`src/core/adcsf_pkg.sv`:
```
// shared constants and types for the converter status-flag block
package adcsf_pkg;

    // ---------------------------------------------------------------
    // widths
    // ---------------------------------------------------------------
    localparam int CH_W   = 3;
    localparam int DATA_W = 10;

    // ---------------------------------------------------------------
    // register byte offsets
    // ---------------------------------------------------------------
    localparam logic [7:0] OFS_CTRL     = 8'h00;
    localparam logic [7:0] OFS_MODE     = 8'h04;
    localparam logic [7:0] OFS_CHEN     = 8'h10;
    localparam logic [7:0] OFS_CHDIS    = 8'h14;
    localparam logic [7:0] OFS_CHSR     = 8'h18;
    localparam logic [7:0] OFS_STAT     = 8'h1C;
    localparam logic [7:0] OFS_LAST     = 8'h20;
    localparam logic [7:0] OFS_IRQ_STAT = 8'h24;
    localparam logic [7:0] OFS_IRQ_MASK = 8'h28;
    localparam logic [7:0] OFS_ID       = 8'h2C;
    localparam logic [7:0] OFS_CDR_BASE = 8'h30;

    // ---------------------------------------------------------------
    // field positions
    // ---------------------------------------------------------------
    localparam int CTRL_START_BIT = 0;
    localparam int MODE_SLEEP_BIT = 0;
    localparam int STAT_CHANNEL_OVERRUN_FLAG_LSB  = 8;
    localparam int STAT_RESULT_READY_FLAG_BIT  = 16;
    localparam int STAT_ANY_OVERRUN_FLAG_BIT = 17;
    localparam int STAT_BUSY_BIT  = 18;
    localparam int LAST_CHAN_LSB  = 12;
    localparam int IRQ_W          = 3;
    localparam int IRQ_READY_BIT  = 0;
    localparam int IRQ_GOVR_BIT   = 1;
    localparam int IRQ_COVR_BIT   = 2;

    // arbitrary identification value
    localparam logic [31:0] ID_VALUE = 32'h0000_5A01;

    localparam logic [1:0] HTRANS_NONSEQ = 2'b10;

    // converter handshake carrier
    typedef struct packed {
        logic              done;
        logic [DATA_W-1:0] data;
    } adcsf_result_t;

    typedef struct packed {
        logic            start;
        logic [CH_W-1:0] chan;
    } adcsf_request_t;

    typedef enum logic [2:0] {
        SEQ_IDLE  = 3'b001,
        SEQ_START = 3'b010,
        SEQ_WAIT  = 3'b100
    } adcsf_seq_t;

endpackage : adcsf_pkg

```
`src/core/adcsf_chan_flags.sv`:
```
// per-channel end-of-conversion and overrun flags
`timescale 1ns/1ps
module adcsf_chan_flags (
    input  wire logic hclk,
    input  wire logic hresetn,
    input  wire logic done_here,
    input  wire logic clear_eoc,
    input  wire logic read_status,
    output logic      eoc,
    output logic      channel_overrun_flag
);

    // a fresh result wins over a read clear in the same cycle
    always_ff @(posedge hclk or negedge hresetn) begin
        if (!hresetn) begin
            eoc <= 1'b0;
        end else if (done_here) begin
            eoc <= 1'b1;
        end else if (clear_eoc) begin
            eoc <= 1'b0;
        end
    end

    // only a completion over a still-set done flag is an overrun, so a
    // status read clears overrun even when done is set afresh
    always_ff @(posedge hclk or negedge hresetn) begin
        if (!hresetn) begin
            channel_overrun_flag <= 1'b0;
        end else if (done_here && eoc) begin
            channel_overrun_flag <= 1'b1;
        end else if (read_status) begin
            channel_overrun_flag <= 1'b0;
        end
    end

endmodule : adcsf_chan_flags

```
`src/core/adcsf_ctrl.sv`:
```
// converter result and status-flag controller with AHB-Lite registers
`timescale 1ns/1ps
module adcsf_ctrl #(
    parameter int NCH = 8
) (
    input  wire logic                   hclk,
    input  wire logic                   hresetn,
    input  wire logic                   hsel,
    input  wire logic [31:0]            haddr,
    input  wire logic [1:0]             htrans,
    input  wire logic                   hwrite,
    input  wire logic [2:0]             hsize,
    input  wire logic [31:0]            hwdata,
    input  wire logic                   hready,
    output logic      [31:0]            hrdata,
    output logic                        hreadyout,
    output logic                        hresp,
    input  wire adcsf_pkg::adcsf_result_t conv_result,
    output adcsf_pkg::adcsf_request_t   conv_request,
    output logic                        sleep_mode,
    output logic                        irq
);

    localparam int CW = adcsf_pkg::CH_W;
    localparam int DW = adcsf_pkg::DATA_W;

    // ---------------------------------------------------------------
    // bus access decode
    // ---------------------------------------------------------------
    logic          acc;
    logic          rd;
    logic [7:0]    ofs;
    logic          rd_stat;
    logic          rd_last;
    logic          rd_cdr;
    logic [7:0]    cdr_ofs;
    logic [CW-1:0] cdr_idx;
    logic          wr_pend;
    logic [7:0]    wr_ofs;

    assign acc     = hsel && hready && (htrans == adcsf_pkg::HTRANS_NONSEQ);
    assign rd      = acc && !hwrite;
    assign ofs     = haddr[7:0];
    assign rd_stat = rd && (ofs == adcsf_pkg::OFS_STAT);
    assign rd_last = rd && (ofs == adcsf_pkg::OFS_LAST);
    assign cdr_ofs = ofs - adcsf_pkg::OFS_CDR_BASE;
    assign cdr_idx = cdr_ofs[CW+1:2];
    assign rd_cdr  = rd && (ofs >= adcsf_pkg::OFS_CDR_BASE)
                     && (cdr_ofs[7:2] < 6'(NCH));

    // writes complete in the data phase, when hwdata is valid
    always_ff @(posedge hclk or negedge hresetn) begin
        if (!hresetn) begin
            wr_pend <= 1'b0;
            wr_ofs  <= 8'h00;
        end else begin
            wr_pend <= acc && hwrite;
            wr_ofs  <= ofs;
        end
    end

    // zero wait states, always OKAY
    always_ff @(posedge hclk or negedge hresetn) begin
        if (!hresetn) begin
            hreadyout <= 1'b0;
            hresp     <= 1'b0;
        end else begin
            hreadyout <= 1'b1;
            hresp     <= 1'b0;
        end
    end

    logic wr_ctrl;
    logic wr_chen;
    logic wr_chdis;
    assign wr_ctrl  = wr_pend && (wr_ofs == adcsf_pkg::OFS_CTRL);
    assign wr_chen  = wr_pend && (wr_ofs == adcsf_pkg::OFS_CHEN);
    assign wr_chdis = wr_pend && (wr_ofs == adcsf_pkg::OFS_CHDIS);

    // ---------------------------------------------------------------
    // configuration registers
    // ---------------------------------------------------------------
    localparam int IRQ_W_L = adcsf_pkg::IRQ_W;
    logic           mode_sleep;
    logic [NCH-1:0] chen;
    logic [IRQ_W_L-1:0] irq_mask;

    always_ff @(posedge hclk or negedge hresetn) begin
        if (!hresetn) begin
            mode_sleep <= 1'b0;
            irq_mask   <= '0;
        end else if (wr_pend && wr_ofs == adcsf_pkg::OFS_MODE) begin
            mode_sleep <= hwdata[adcsf_pkg::MODE_SLEEP_BIT];
        end else if (wr_pend && wr_ofs == adcsf_pkg::OFS_IRQ_MASK) begin
            irq_mask <= hwdata[IRQ_W_L-1:0];
        end
    end

    always_ff @(posedge hclk or negedge hresetn) begin
        if (!hresetn) begin
            chen <= '0;
        end else if (wr_chen) begin
            chen <= chen | hwdata[NCH-1:0];
        end else if (wr_chdis) begin
            chen <= chen & ~hwdata[NCH-1:0];
        end
    end

    // ---------------------------------------------------------------
    // conversion sequencer
    // ---------------------------------------------------------------
    adcsf_pkg::adcsf_seq_t seq;
    logic [NCH-1:0] pend;
    logic [CW-1:0]  cur_ch;
    logic           killed;
    logic [CW-1:0]  first_ch;
    logic           go;

    assign go = wr_ctrl && hwdata[adcsf_pkg::CTRL_START_BIT];

    always_comb begin
        first_ch = '0;
        for (int i = NCH - 1; i >= 0; i--) begin
            if (pend[i]) begin
                first_ch = CW'(i);
            end
        end
    end

    // a start while busy is ignored; channels convert lowest first
    always_ff @(posedge hclk or negedge hresetn) begin
        if (!hresetn) begin
            seq          <= adcsf_pkg::SEQ_IDLE;
            pend         <= '0;
            cur_ch       <= '0;
            conv_request <= '0;
        end else begin
            conv_request.start <= 1'b0;
            case (seq)
                adcsf_pkg::SEQ_IDLE: begin
                    if (go && chen != '0) begin
                        pend <= chen;
                        seq  <= adcsf_pkg::SEQ_START;
                    end
                end
                adcsf_pkg::SEQ_START: begin
                    cur_ch             <= first_ch;
                    conv_request.chan  <= first_ch;
                    conv_request.start <= 1'b1;
                    pend[first_ch]     <= 1'b0;
                    seq                <= adcsf_pkg::SEQ_WAIT;
                end
                adcsf_pkg::SEQ_WAIT: begin
                    if (conv_result.done) begin
                        seq <= (pend != '0) ? adcsf_pkg::SEQ_START
                                            : adcsf_pkg::SEQ_IDLE;
                    end
                end
                default: begin
                    seq <= adcsf_pkg::SEQ_IDLE;
                end
            endcase
        end
    end

    // remember a disable that lands on the running channel
    always_ff @(posedge hclk or negedge hresetn) begin
        if (!hresetn) begin
            killed <= 1'b0;
        end else if (seq == adcsf_pkg::SEQ_START) begin
            killed <= 1'b0;
        end else if (wr_chdis && hwdata[cur_ch]) begin
            killed <= 1'b1;
        end
    end

    // selecting sleep while idle does nothing until a conversion ends
    always_ff @(posedge hclk or negedge hresetn) begin
        if (!hresetn) begin
            sleep_mode <= 1'b0;
        end else if (go) begin
            sleep_mode <= 1'b0;
        end else if (seq == adcsf_pkg::SEQ_WAIT && conv_result.done) begin
            sleep_mode <= mode_sleep;
        end
    end

    // ---------------------------------------------------------------
    // result storage and flags
    // ---------------------------------------------------------------
    logic           store;
    logic [DW-1:0]  per_channel_result [NCH];
    logic [DW-1:0]  last_data;
    logic [CW-1:0]  last_ch;
    logic           result_ready_flag;
    logic           any_overrun_flag;
    logic [NCH-1:0] eoc;
    logic [NCH-1:0] channel_overrun_flag;

    // disabling some other channel never gates the store
    assign store = (seq == adcsf_pkg::SEQ_WAIT) && conv_result.done
                   && chen[cur_ch] && !killed;

    always_ff @(posedge hclk) begin
        if (store) begin
            per_channel_result[cur_ch] <= conv_result.data;
        end
    end

    always_ff @(posedge hclk or negedge hresetn) begin
        if (!hresetn) begin
            last_data <= '0;
            last_ch   <= '0;
        end else if (store) begin
            last_data <= conv_result.data;
            last_ch   <= cur_ch;
        end
    end

    // channel result reads leave data-ready alone; set wins over clear
    always_ff @(posedge hclk or negedge hresetn) begin
        if (!hresetn) begin
            result_ready_flag <= 1'b0;
        end else if (store) begin
            result_ready_flag <= 1'b1;
        end else if (rd_last) begin
            result_ready_flag <= 1'b0;
        end
    end

    always_ff @(posedge hclk or negedge hresetn) begin
        if (!hresetn) begin
            any_overrun_flag <= 1'b0;
        end else if (store && result_ready_flag) begin
            any_overrun_flag <= 1'b1;
        end else if (rd_stat) begin
            any_overrun_flag <= 1'b0;
        end
    end

    for (genvar g = 0; g < NCH; g++) begin : g_chan
        logic clr;
        assign clr = (rd_cdr && cdr_idx == CW'(g))
                     || (rd_last && last_ch == CW'(g));
        adcsf_chan_flags u_flags (
            .hclk        (hclk),
            .hresetn     (hresetn),
            .done_here   (store && cur_ch == CW'(g)),
            .clear_eoc   (clr),
            .read_status (rd_stat),
            .eoc         (eoc[g]),
            .channel_overrun_flag        (channel_overrun_flag[g])
        );
    end

    // ---------------------------------------------------------------
    // interrupt status and mask
    // ---------------------------------------------------------------
    logic [IRQ_W_L-1:0] irq_stat;
    logic [IRQ_W_L-1:0] irq_set;

    always_comb begin
        irq_set = '0;
        irq_set[adcsf_pkg::IRQ_READY_BIT] = store;
        irq_set[adcsf_pkg::IRQ_GOVR_BIT]  = store && result_ready_flag;
        irq_set[adcsf_pkg::IRQ_COVR_BIT]  = store && eoc[cur_ch];
    end

    // write one to clear; a new event in the same cycle survives
    always_ff @(posedge hclk or negedge hresetn) begin
        if (!hresetn) begin
            irq_stat <= '0;
        end else if (wr_pend && wr_ofs == adcsf_pkg::OFS_IRQ_STAT) begin
            irq_stat <= (irq_stat & ~hwdata[IRQ_W_L-1:0]) | irq_set;
        end else begin
            irq_stat <= irq_stat | irq_set;
        end
    end

    always_ff @(posedge hclk or negedge hresetn) begin
        if (!hresetn) begin
            irq <= 1'b0;
        end else begin
            irq <= |(irq_stat & irq_mask);
        end
    end

    // ---------------------------------------------------------------
    // read data, registered in the address phase
    // ---------------------------------------------------------------
    logic [31:0] next_rdata;

    always_comb begin
        next_rdata = 32'h0000_0000;
        if (!rd) begin
            next_rdata = 32'h0000_0000;
        end else if (ofs == adcsf_pkg::OFS_MODE) begin
            next_rdata[adcsf_pkg::MODE_SLEEP_BIT] = mode_sleep;
        end else if (ofs == adcsf_pkg::OFS_CHSR) begin
            next_rdata[NCH-1:0] = chen;
        end else if (ofs == adcsf_pkg::OFS_STAT) begin
            next_rdata[NCH-1:0] = eoc;
            next_rdata[adcsf_pkg::STAT_CHANNEL_OVERRUN_FLAG_LSB +: NCH] = channel_overrun_flag;
            next_rdata[adcsf_pkg::STAT_RESULT_READY_FLAG_BIT]  = result_ready_flag;
            next_rdata[adcsf_pkg::STAT_ANY_OVERRUN_FLAG_BIT] = any_overrun_flag;
            next_rdata[adcsf_pkg::STAT_BUSY_BIT]  =
                (seq != adcsf_pkg::SEQ_IDLE);
        end else if (ofs == adcsf_pkg::OFS_LAST) begin
            next_rdata[DW-1:0] = last_data;
            next_rdata[adcsf_pkg::LAST_CHAN_LSB +: CW] = last_ch;
        end else if (ofs == adcsf_pkg::OFS_IRQ_STAT) begin
            next_rdata[IRQ_W_L-1:0] = irq_stat;
        end else if (ofs == adcsf_pkg::OFS_IRQ_MASK) begin
            next_rdata[IRQ_W_L-1:0] = irq_mask;
        end else if (ofs == adcsf_pkg::OFS_ID) begin
            next_rdata = adcsf_pkg::ID_VALUE;
        end else if (rd_cdr) begin
            next_rdata[DW-1:0] = per_channel_result[cdr_idx];
        end
    end

    always_ff @(posedge hclk or negedge hresetn) begin
        if (!hresetn) begin
            hrdata <= 32'h0000_0000;
        end else begin
            hrdata <= next_rdata;
        end
    end
endmodule : adcsf_ctrl

```
`config.mk`:
```
export PLATFORM = sky130hd
export DESIGN_NAME = adcsf_ctrl
export DESIGN_NICKNAME = d
export VERILOG_FILES = /design/src/core/adcsf_pkg.sv /design/src/core/adcsf_chan_flags.sv /design/src/core/adcsf_ctrl.sv
export SDC_FILE = /design/constraint.sdc
export NUM_CORES = 1
export LEC_CHECK = 0
export BUFFER_PORTS_ARGS = -buffer_cell sky130_fd_sc_hd__buf_2
export CORE_MARGIN = 2
export CORE_UTILIZATION = 35
export DETAILED_ROUTE_END_ITERATION = 12
export SYNTH_ARGS = -nofsm -noshare
export SYNTH_HDL_FRONTEND = slang
export SYNTH_HIERARCHICAL = 1
export SYNTH_SLANG_ARGS = --single-unit
```
`constraint.sdc`:
```
create_clock -name hclk -period 2.65 [get_ports hclk]
set_input_delay 0.53 -clock hclk [delete_from_list [all_inputs] [get_ports hclk]]
set_output_delay 0.53 -clock hclk [all_outputs]
set_load 0.03 [all_outputs]
```
==> impl_metrics.tcl, run 1 <==
set metrics [dict create \
    status "complete, no violations" \
    clkSlewWorstSetupHoldPaths_ns 0.07 \
    required_ns 2.96 \
    cp_top_family "simple AND/OR/NAND/NOR gates" \
    power_leakage_nw 3.79 \
    area_delta_synth_final_pct 17.0 \
    ir_drop_v 0.000366 \
    wl_per_cell_um 19.6 \
    multi_input_area_sq_mm 0.00280 \
    dieArea_sq_mm 0.0236 \
    yosys_warnings 6 \
    drt_iter0_markers 373 \
    async_reset_ff_share_pct 53.8 \
    num_antenna_cells 0 \
    cp_max_fo 17 \
    yosysTopAreaCellShare_pct 30.6 \
    cts_made_buffers 17 \
    power_mw 5.79 \
    slowest_delay_ns 0.51 \
    pre_cts_slack_ns 0.241 \
    cts_setup_buffers 0 \
    clock_latency_ns 0.44 \
    startpoint_type "flip-flop" \
    synth-edff-count 80 \
    track_usage_pct 16.8 \
    max_freq_ghz 0.478 \
    worst_slack_ns 0.557 \
    synth_top_family_by_area "multiplexers" \
    worstHoldPathType "input pin to async pin" \
    gp_congestion 0.949 \
    synth_compound_area_share_pct 9.95 \
    synth.avg_cell_area_sq_um 13.0 \
    overflow 0 \
    period_minus_slack_ns 2.09 \
    antenna_found_initial 0 \
    tightestPinTransition_ns 0.733 \
    initial_core_util_pct 35.8 \
    synth.mux.area_fraction_pct 12.7 \
    ant_nets 0 \
    dp.cells 945 \
    routed_wl_um 19200 \
    finalMaxSlewViolations 0 \
    critical_path_class "flip-flop to flip-flop" \
    relSlewSlack_pct 50.7 \
    seq_power_share_pct 49.0 \
    cts_resized 0 \
    cts-root-buf "clkbuf_16" \
    maxCapViolations 0 \
    cts.path.max_buffers 2 \
    core_area_sq_mm 0.0219 \
    fin_setup_tns_ns 0 \
    seq_area_sq_mm 0.00473 \
    whs_ns 0.0849 \
    grt_pass1_wl_um 30400 \
    end_kind "flip-flop" \
    row_count 54 \
    finClkSkew_ns 0.0103 \
    path_cells "nand2b_1 > nor2_1 > nand4b_1 > buf_4 > nand2_4 > mux2_1" \
    netlist_instances 602 \
    pwr-share-comb_pct 4.8 \
    finalCritPeriodShare_pct 79.0 \
    synth_common_cells "92 x dfrtp_1, 80 x edfxtp_1, 61 x nand2_1" \
    die_w_um 154 \
    synth-simple-area-share_pct 11.4 \
    clock-sinks 173 \
    via_per_inst 5.34 \
    cts_tree "done" \
    fin_cells 977 \
    netlist_area_sq_mm 0.00785 \
    finalSetupViolations 0 \
    hold_violations 0 \
    power_frac_clock_pct 46.2 \
    drcViolationCount 0 \
    critPathBufInv 1 \
    die_h_um 154 \
    p_int_mw 4.39 \
    dp_hpwl_um 13600 \
    rsz0062_at_grt "false" \
    synthFlopType "dfrtp_1" \
    grt_max_degree 53 \
    seq_area_frac_synth_pct 60.3 \
    synth.area.top_cells "edfxtp_1 31%, dfrtp_1 29%, mux4_2 6.3%" \
    switchingPower_mw 1.40 \
    htree_levels 4 \
    yosysMostFrequentCell "dfrtp_1" \
    p_per_area_mw_per_mm2 630 \
    port_buffers 59 \
    synth_cell_types 68 \
    synth_xor_area_share_pct 0.223 \
    n_fill_cell 2060 \
    drive_gt1_share_pct 26.0 \
    drt_pre_antenna_iters 5 \
    pin_count 125 \
    cts_hold_buf 0 \
    crit_slowest_cell "dfrtp_1" \
    arrival_ns 2.41 \
    synth_top_area_cell "edfxtp_1" \
    num_vias 5219 \
    grt_pass1_vias 5379 \
    switching_share_pct 24.2 \
    ys_seq_elements 173 \
    final_nets 773 \
    synthAdderAreaFrac_pct 0.638 \
]
-- registers in the layout, summed over array words and instances (netlist names), 3 cells and up, named ones only --
| register | flops |
|---|---|
| last_ch | 3 |
| irq_mask | 3 |
| g_chan.u_flags/channel_overrun_flag | 8 |
| pend | 8 |
| last_data | 10 |
| wr_ofs | 8 |
| per_channel_result | 80 |
| irq_stat | 3 |
| g_chan.u_flags/eoc | 8 |
| seq | 3 |
| cur_ch | 3 |
| hrdata | 19 |
-- metal layers --
metal | up-vias | wire length, um | GRT usage [%]
met4 | 0 | 310 | 5.11
met1 | 2647 | 8230 | 21.4
met5 | - | 0 | 0
li1 | 2372 | - | -
met3 | 21 | 852 | 3.55
met2 | 179 | 9770 | 28.8
-- logic make-up (layout without fill, tap and decap cells) --
logic type                 count (synthesis)  count (layout)
AOI/OAI and AO/OA                        116             116
adders and majority gates                  4               4
other                                      2              15
DFF                                      173             173
and+or+nand+nor                          176             176
buffers and inverters                     69             151
muxes                                     60              60
xor gates and xnor gates                   2               2
-- cell usage in the layout (no fill, tap or decap), types with 14 or more instances in the layout --
master     netlist  layout
dfrtp_1         92      92
edfxtp_1        80      80
nand2_1         61      61
buf_2           11      58
nor2_1          41      41
buf_4           16      30
inv_1           29      29
a21oi_1         26      26
mux4_2          22      22
clkbuf_16        0      17
mux2_2          16      16
o21ai_0         16      16
nand2b_1        15      15
conb_1           2      15
o21ai_1         14      14
-- power groups by stage --
stage | Sequential, mW | Combinational [mW] | Clock (mW)
after global placement | 2.89 | 0.274 | 0
after global routing | 2.83 | 0.306 | 2.84
after CTS | 2.83 | 0.282 | 2.73
after floorplan | 2.89 | 0.166 | 0
final | 2.83 | 0.280 | 2.67
after detailed placement | 2.89 | 0.281 | 0
-- final timing paths --
kind                                end  slack, ns    startpoint  cells after the start
max                          last_ch[1]       0.56        seq[2]                      6
max in group asynchronous    hrdata[12]       1.89       hresetn                      2
min                             pend[3]       0.08       hresetn                      1
max reg2reg                  last_ch[1]       0.56        seq[2]                      6
min reg2reg                last_data[1]       0.49  last_data[1]                      1
min in group hclk             wr_ofs[1]       0.26      haddr[1]                      1
-- metrics by stage --
step / area, sq um / util [%]
after floorplan: 7890 / -
after detailed placement: 8540 / 39.0
after global placement: 8540 / 39.0
after CTS: 9180 / 41.9
after global routing: 9180 / 41.9
final: 9180 / 41.9
-- layout make-up --
cell class              instances  area share [%]
well taps                     280            3.82
flip-flops and latches        173            51.5
clock buffers                  17            4.63
inverters                      29            1.19
repair buffers                 90            6.05
clock inverters                15            2.32
multi-input cells             373            30.5
Power figures use the tool's default switching activity.
==> run 2, diff against run 1 <==
- clock period: 2.65 -> 1.75 ns (I/O delays scaled with it)
==> run 2 against run 1 <==
  * The flow now finishes with violations (setup timing)
  * Count of clock-buffer cells in the layout unchanged
  * Die area unchanged
  * Sequential power is 52% higher
  * Design area rose by 11%
  * Via count up 3.8%
  * Wire length grew 3.9%
  * Flip-flop and latch count did not move
  * Fmax up 7.4%
  * Highest routed layer unchanged
==> impl_metrics.tcl, run 2 (synthesis gave the netlist of run 1 again) <==
set metrics [dict create \
    status "complete, but fails checks" \
    violations "setup timing" \
    num_antenna_cells 0 \
    overflow 0 \
    grt_pass1_wl_um 31400 \
    dp_hpwl_um 14300 \
    maxCapViolations 0 \
    rsz0062_at_grt "true" \
    pre_cts_slack_ns -0.290 \
    regMostFlops "per_channel_result" \
    grt_max_degree 94 \
    power_leakage_nw 4.19 \
    final_util_pct 46.4 \
    clock_latency_ns 0.43 \
    cts-root-buf "clkbuf_16" \
    via_per_inst 5.16 \
    startpoint_type "flip-flop" \
    period_minus_slack_ns 1.95 \
    tightestPinTransition_ns 0.579 \
    fin_cells 1051 \
    final_cell_mix "90 x dfrtp_1, 80 x buf_4, 80 x edfxtp_1, 60 x nand2_1, 58 x buf_2" \
    worst_slack_ns -0.198 \
    relSlewSlack_pct 61.0 \
    fin_setup_tns_ns -9.90 \
    ant_nets 0 \
    biggestRegsByFlops "per_channel_result (80), hrdata (19), last_data (10)" \
    htree_levels 4 \
    worstHoldPathType "input pin to flip-flop" \
    critPathBufInv 3 \
    drt_iter0_markers 308 \
    die_w_um 154 \
    wl_per_cell_um 18.9 \
    drive_gt1_share_pct 38.1 \
    row_count 54 \
    initial_core_util_pct 35.8 \
    cts_tree "done" \
    hold_violations 0 \
    cp_top_family "multiplexers" \
    port_buffers 59 \
    required_ns 2.07 \
    final_nets 847 \
    core_area_sq_mm 0.0219 \
    finClkSkew_ns 0.0103 \
    drcViolationCount 0 \
    cp_max_fo 8 \
    die_h_um 154 \
    pin_count 125 \
    clock-sinks 173 \
    area_delta_synth_final_pct 29.6 \
    cts.path.max_buffers 2 \
    final_common_cell "dfrtp_1" \
    max_freq_ghz 0.513 \
    antenna_found_initial 0 \
    finalSetupViolations 110 \
    end_kind "flip-flop" \
    ir_drop_v 0.000545 \
    finalMaxSlewViolations 0 \
    crit_slowest_cell "mux4_2" \
    routed_wl_um 19900 \
    clkSlewWorstSetupHoldPaths_ns 0.07 \
    dieArea_sq_mm 0.0236 \
    drt_pre_antenna_iters 5 \
    cts_made_buffers 17 \
    gp_congestion 0.896 \
    dp.cells 1012 \
    slowest_delay_ns 0.55 \
    path_cells "buf_6 > mux4_2 > nand2_8 > nand2_8 > clkbuf_16 > buf_6 > a22o_1" \
    arrival_ns 2.27 \
    critical_path_class "flip-flop to flip-flop" \
    finalCritPeriodShare_pct 111 \
    largest_reg_flops 80 \
    track_usage_pct 17.3 \
    grt_pass1_vias 5596 \
    p_per_area_mw_per_mm2 830 \
    num_vias 5419 \
]
## run 2: final cells by class
type	count	area (sq um)
sequential	173	4730
timing repair buffer	164	1340
tap	280	350
clock buffer	17	425
fill	1966	11700
multi-input combinational	373	3060
inverter	29	109
clock inverter	15	151
## run 2: worst reg2reg max path: cells and delay by family (launching register included)
| family | cells | cell delay [ns] |
|---|---|---|
| AOI/OAI and AO/OA | 1 | 0.21 |
| and+or+nand+nor | 2 | 0.26 |
| buffers and inverters | 3 | 0.40 |
| DFF | 1 | 0.42 |
| muxes | 1 | 0.55 |
## run 2: worst paths after layout
path                       cells after the start        startpoint  slack [ns]                to
max                                            7         cur_ch[0]       -0.20       irq_stat[1]
min                                            1          haddr[3]        0.14         wr_ofs[3]
max reg2reg                                    7         cur_ch[0]       -0.20       irq_stat[1]
min reg2reg                                    1  any_overrun_flag        0.50  any_overrun_flag
max in group asynchronous                      3           hresetn        0.85      last_data[2]
min in group asynchronous                      3           hresetn        0.49            seq[1]
## run 2: metrics by stage
| step | hold WS [ns] | power [mW] | area (sq um) |
|---|---|---|---|
| 5_1_grt | 0.121 | 8.73 | 10200 |
| 4_1_cts | 0.120 | 8.50 | 10000 |
| 2_1_floorplan | 0.0544 | 4.64 | 8040 |
| 3_3_place_gp | 0.435 | 4.84 | 9300 |
| 6_report | 0.143 | 8.44 | 10200 |
| 3_5_place_dp | 0.439 | 4.85 | 9300 |
## run 2: metal layers
metal  routed length [um]  vias up  track usage (%)  part of all wire [%]
li1                     -     2505                -                     -
met1                 8680     2733             22.3                    44
met2                10000      155             29.4                    50
met3                  847       26             3.75                   4.3
met4                  374        0             4.94                   1.9
met5                    0        -                0                     0
## run 2: power breakdown
part	switching, mW	internal, mW	leakage [nW]
logic	0.287	0.198	2.01
clock network	1.76	1.90	0.269
registers	0.0191	4.27	1.91
## run 2: what timing repair did
action	4_1_cts	5_1_grt
cloned	0	1
endpoints found under the setup margin	113	123
resized for setup	23	28
endpoints found under the hold margin	92	0
buffers inserted	5	6
hold buffers	1	0
pin swaps	8	6
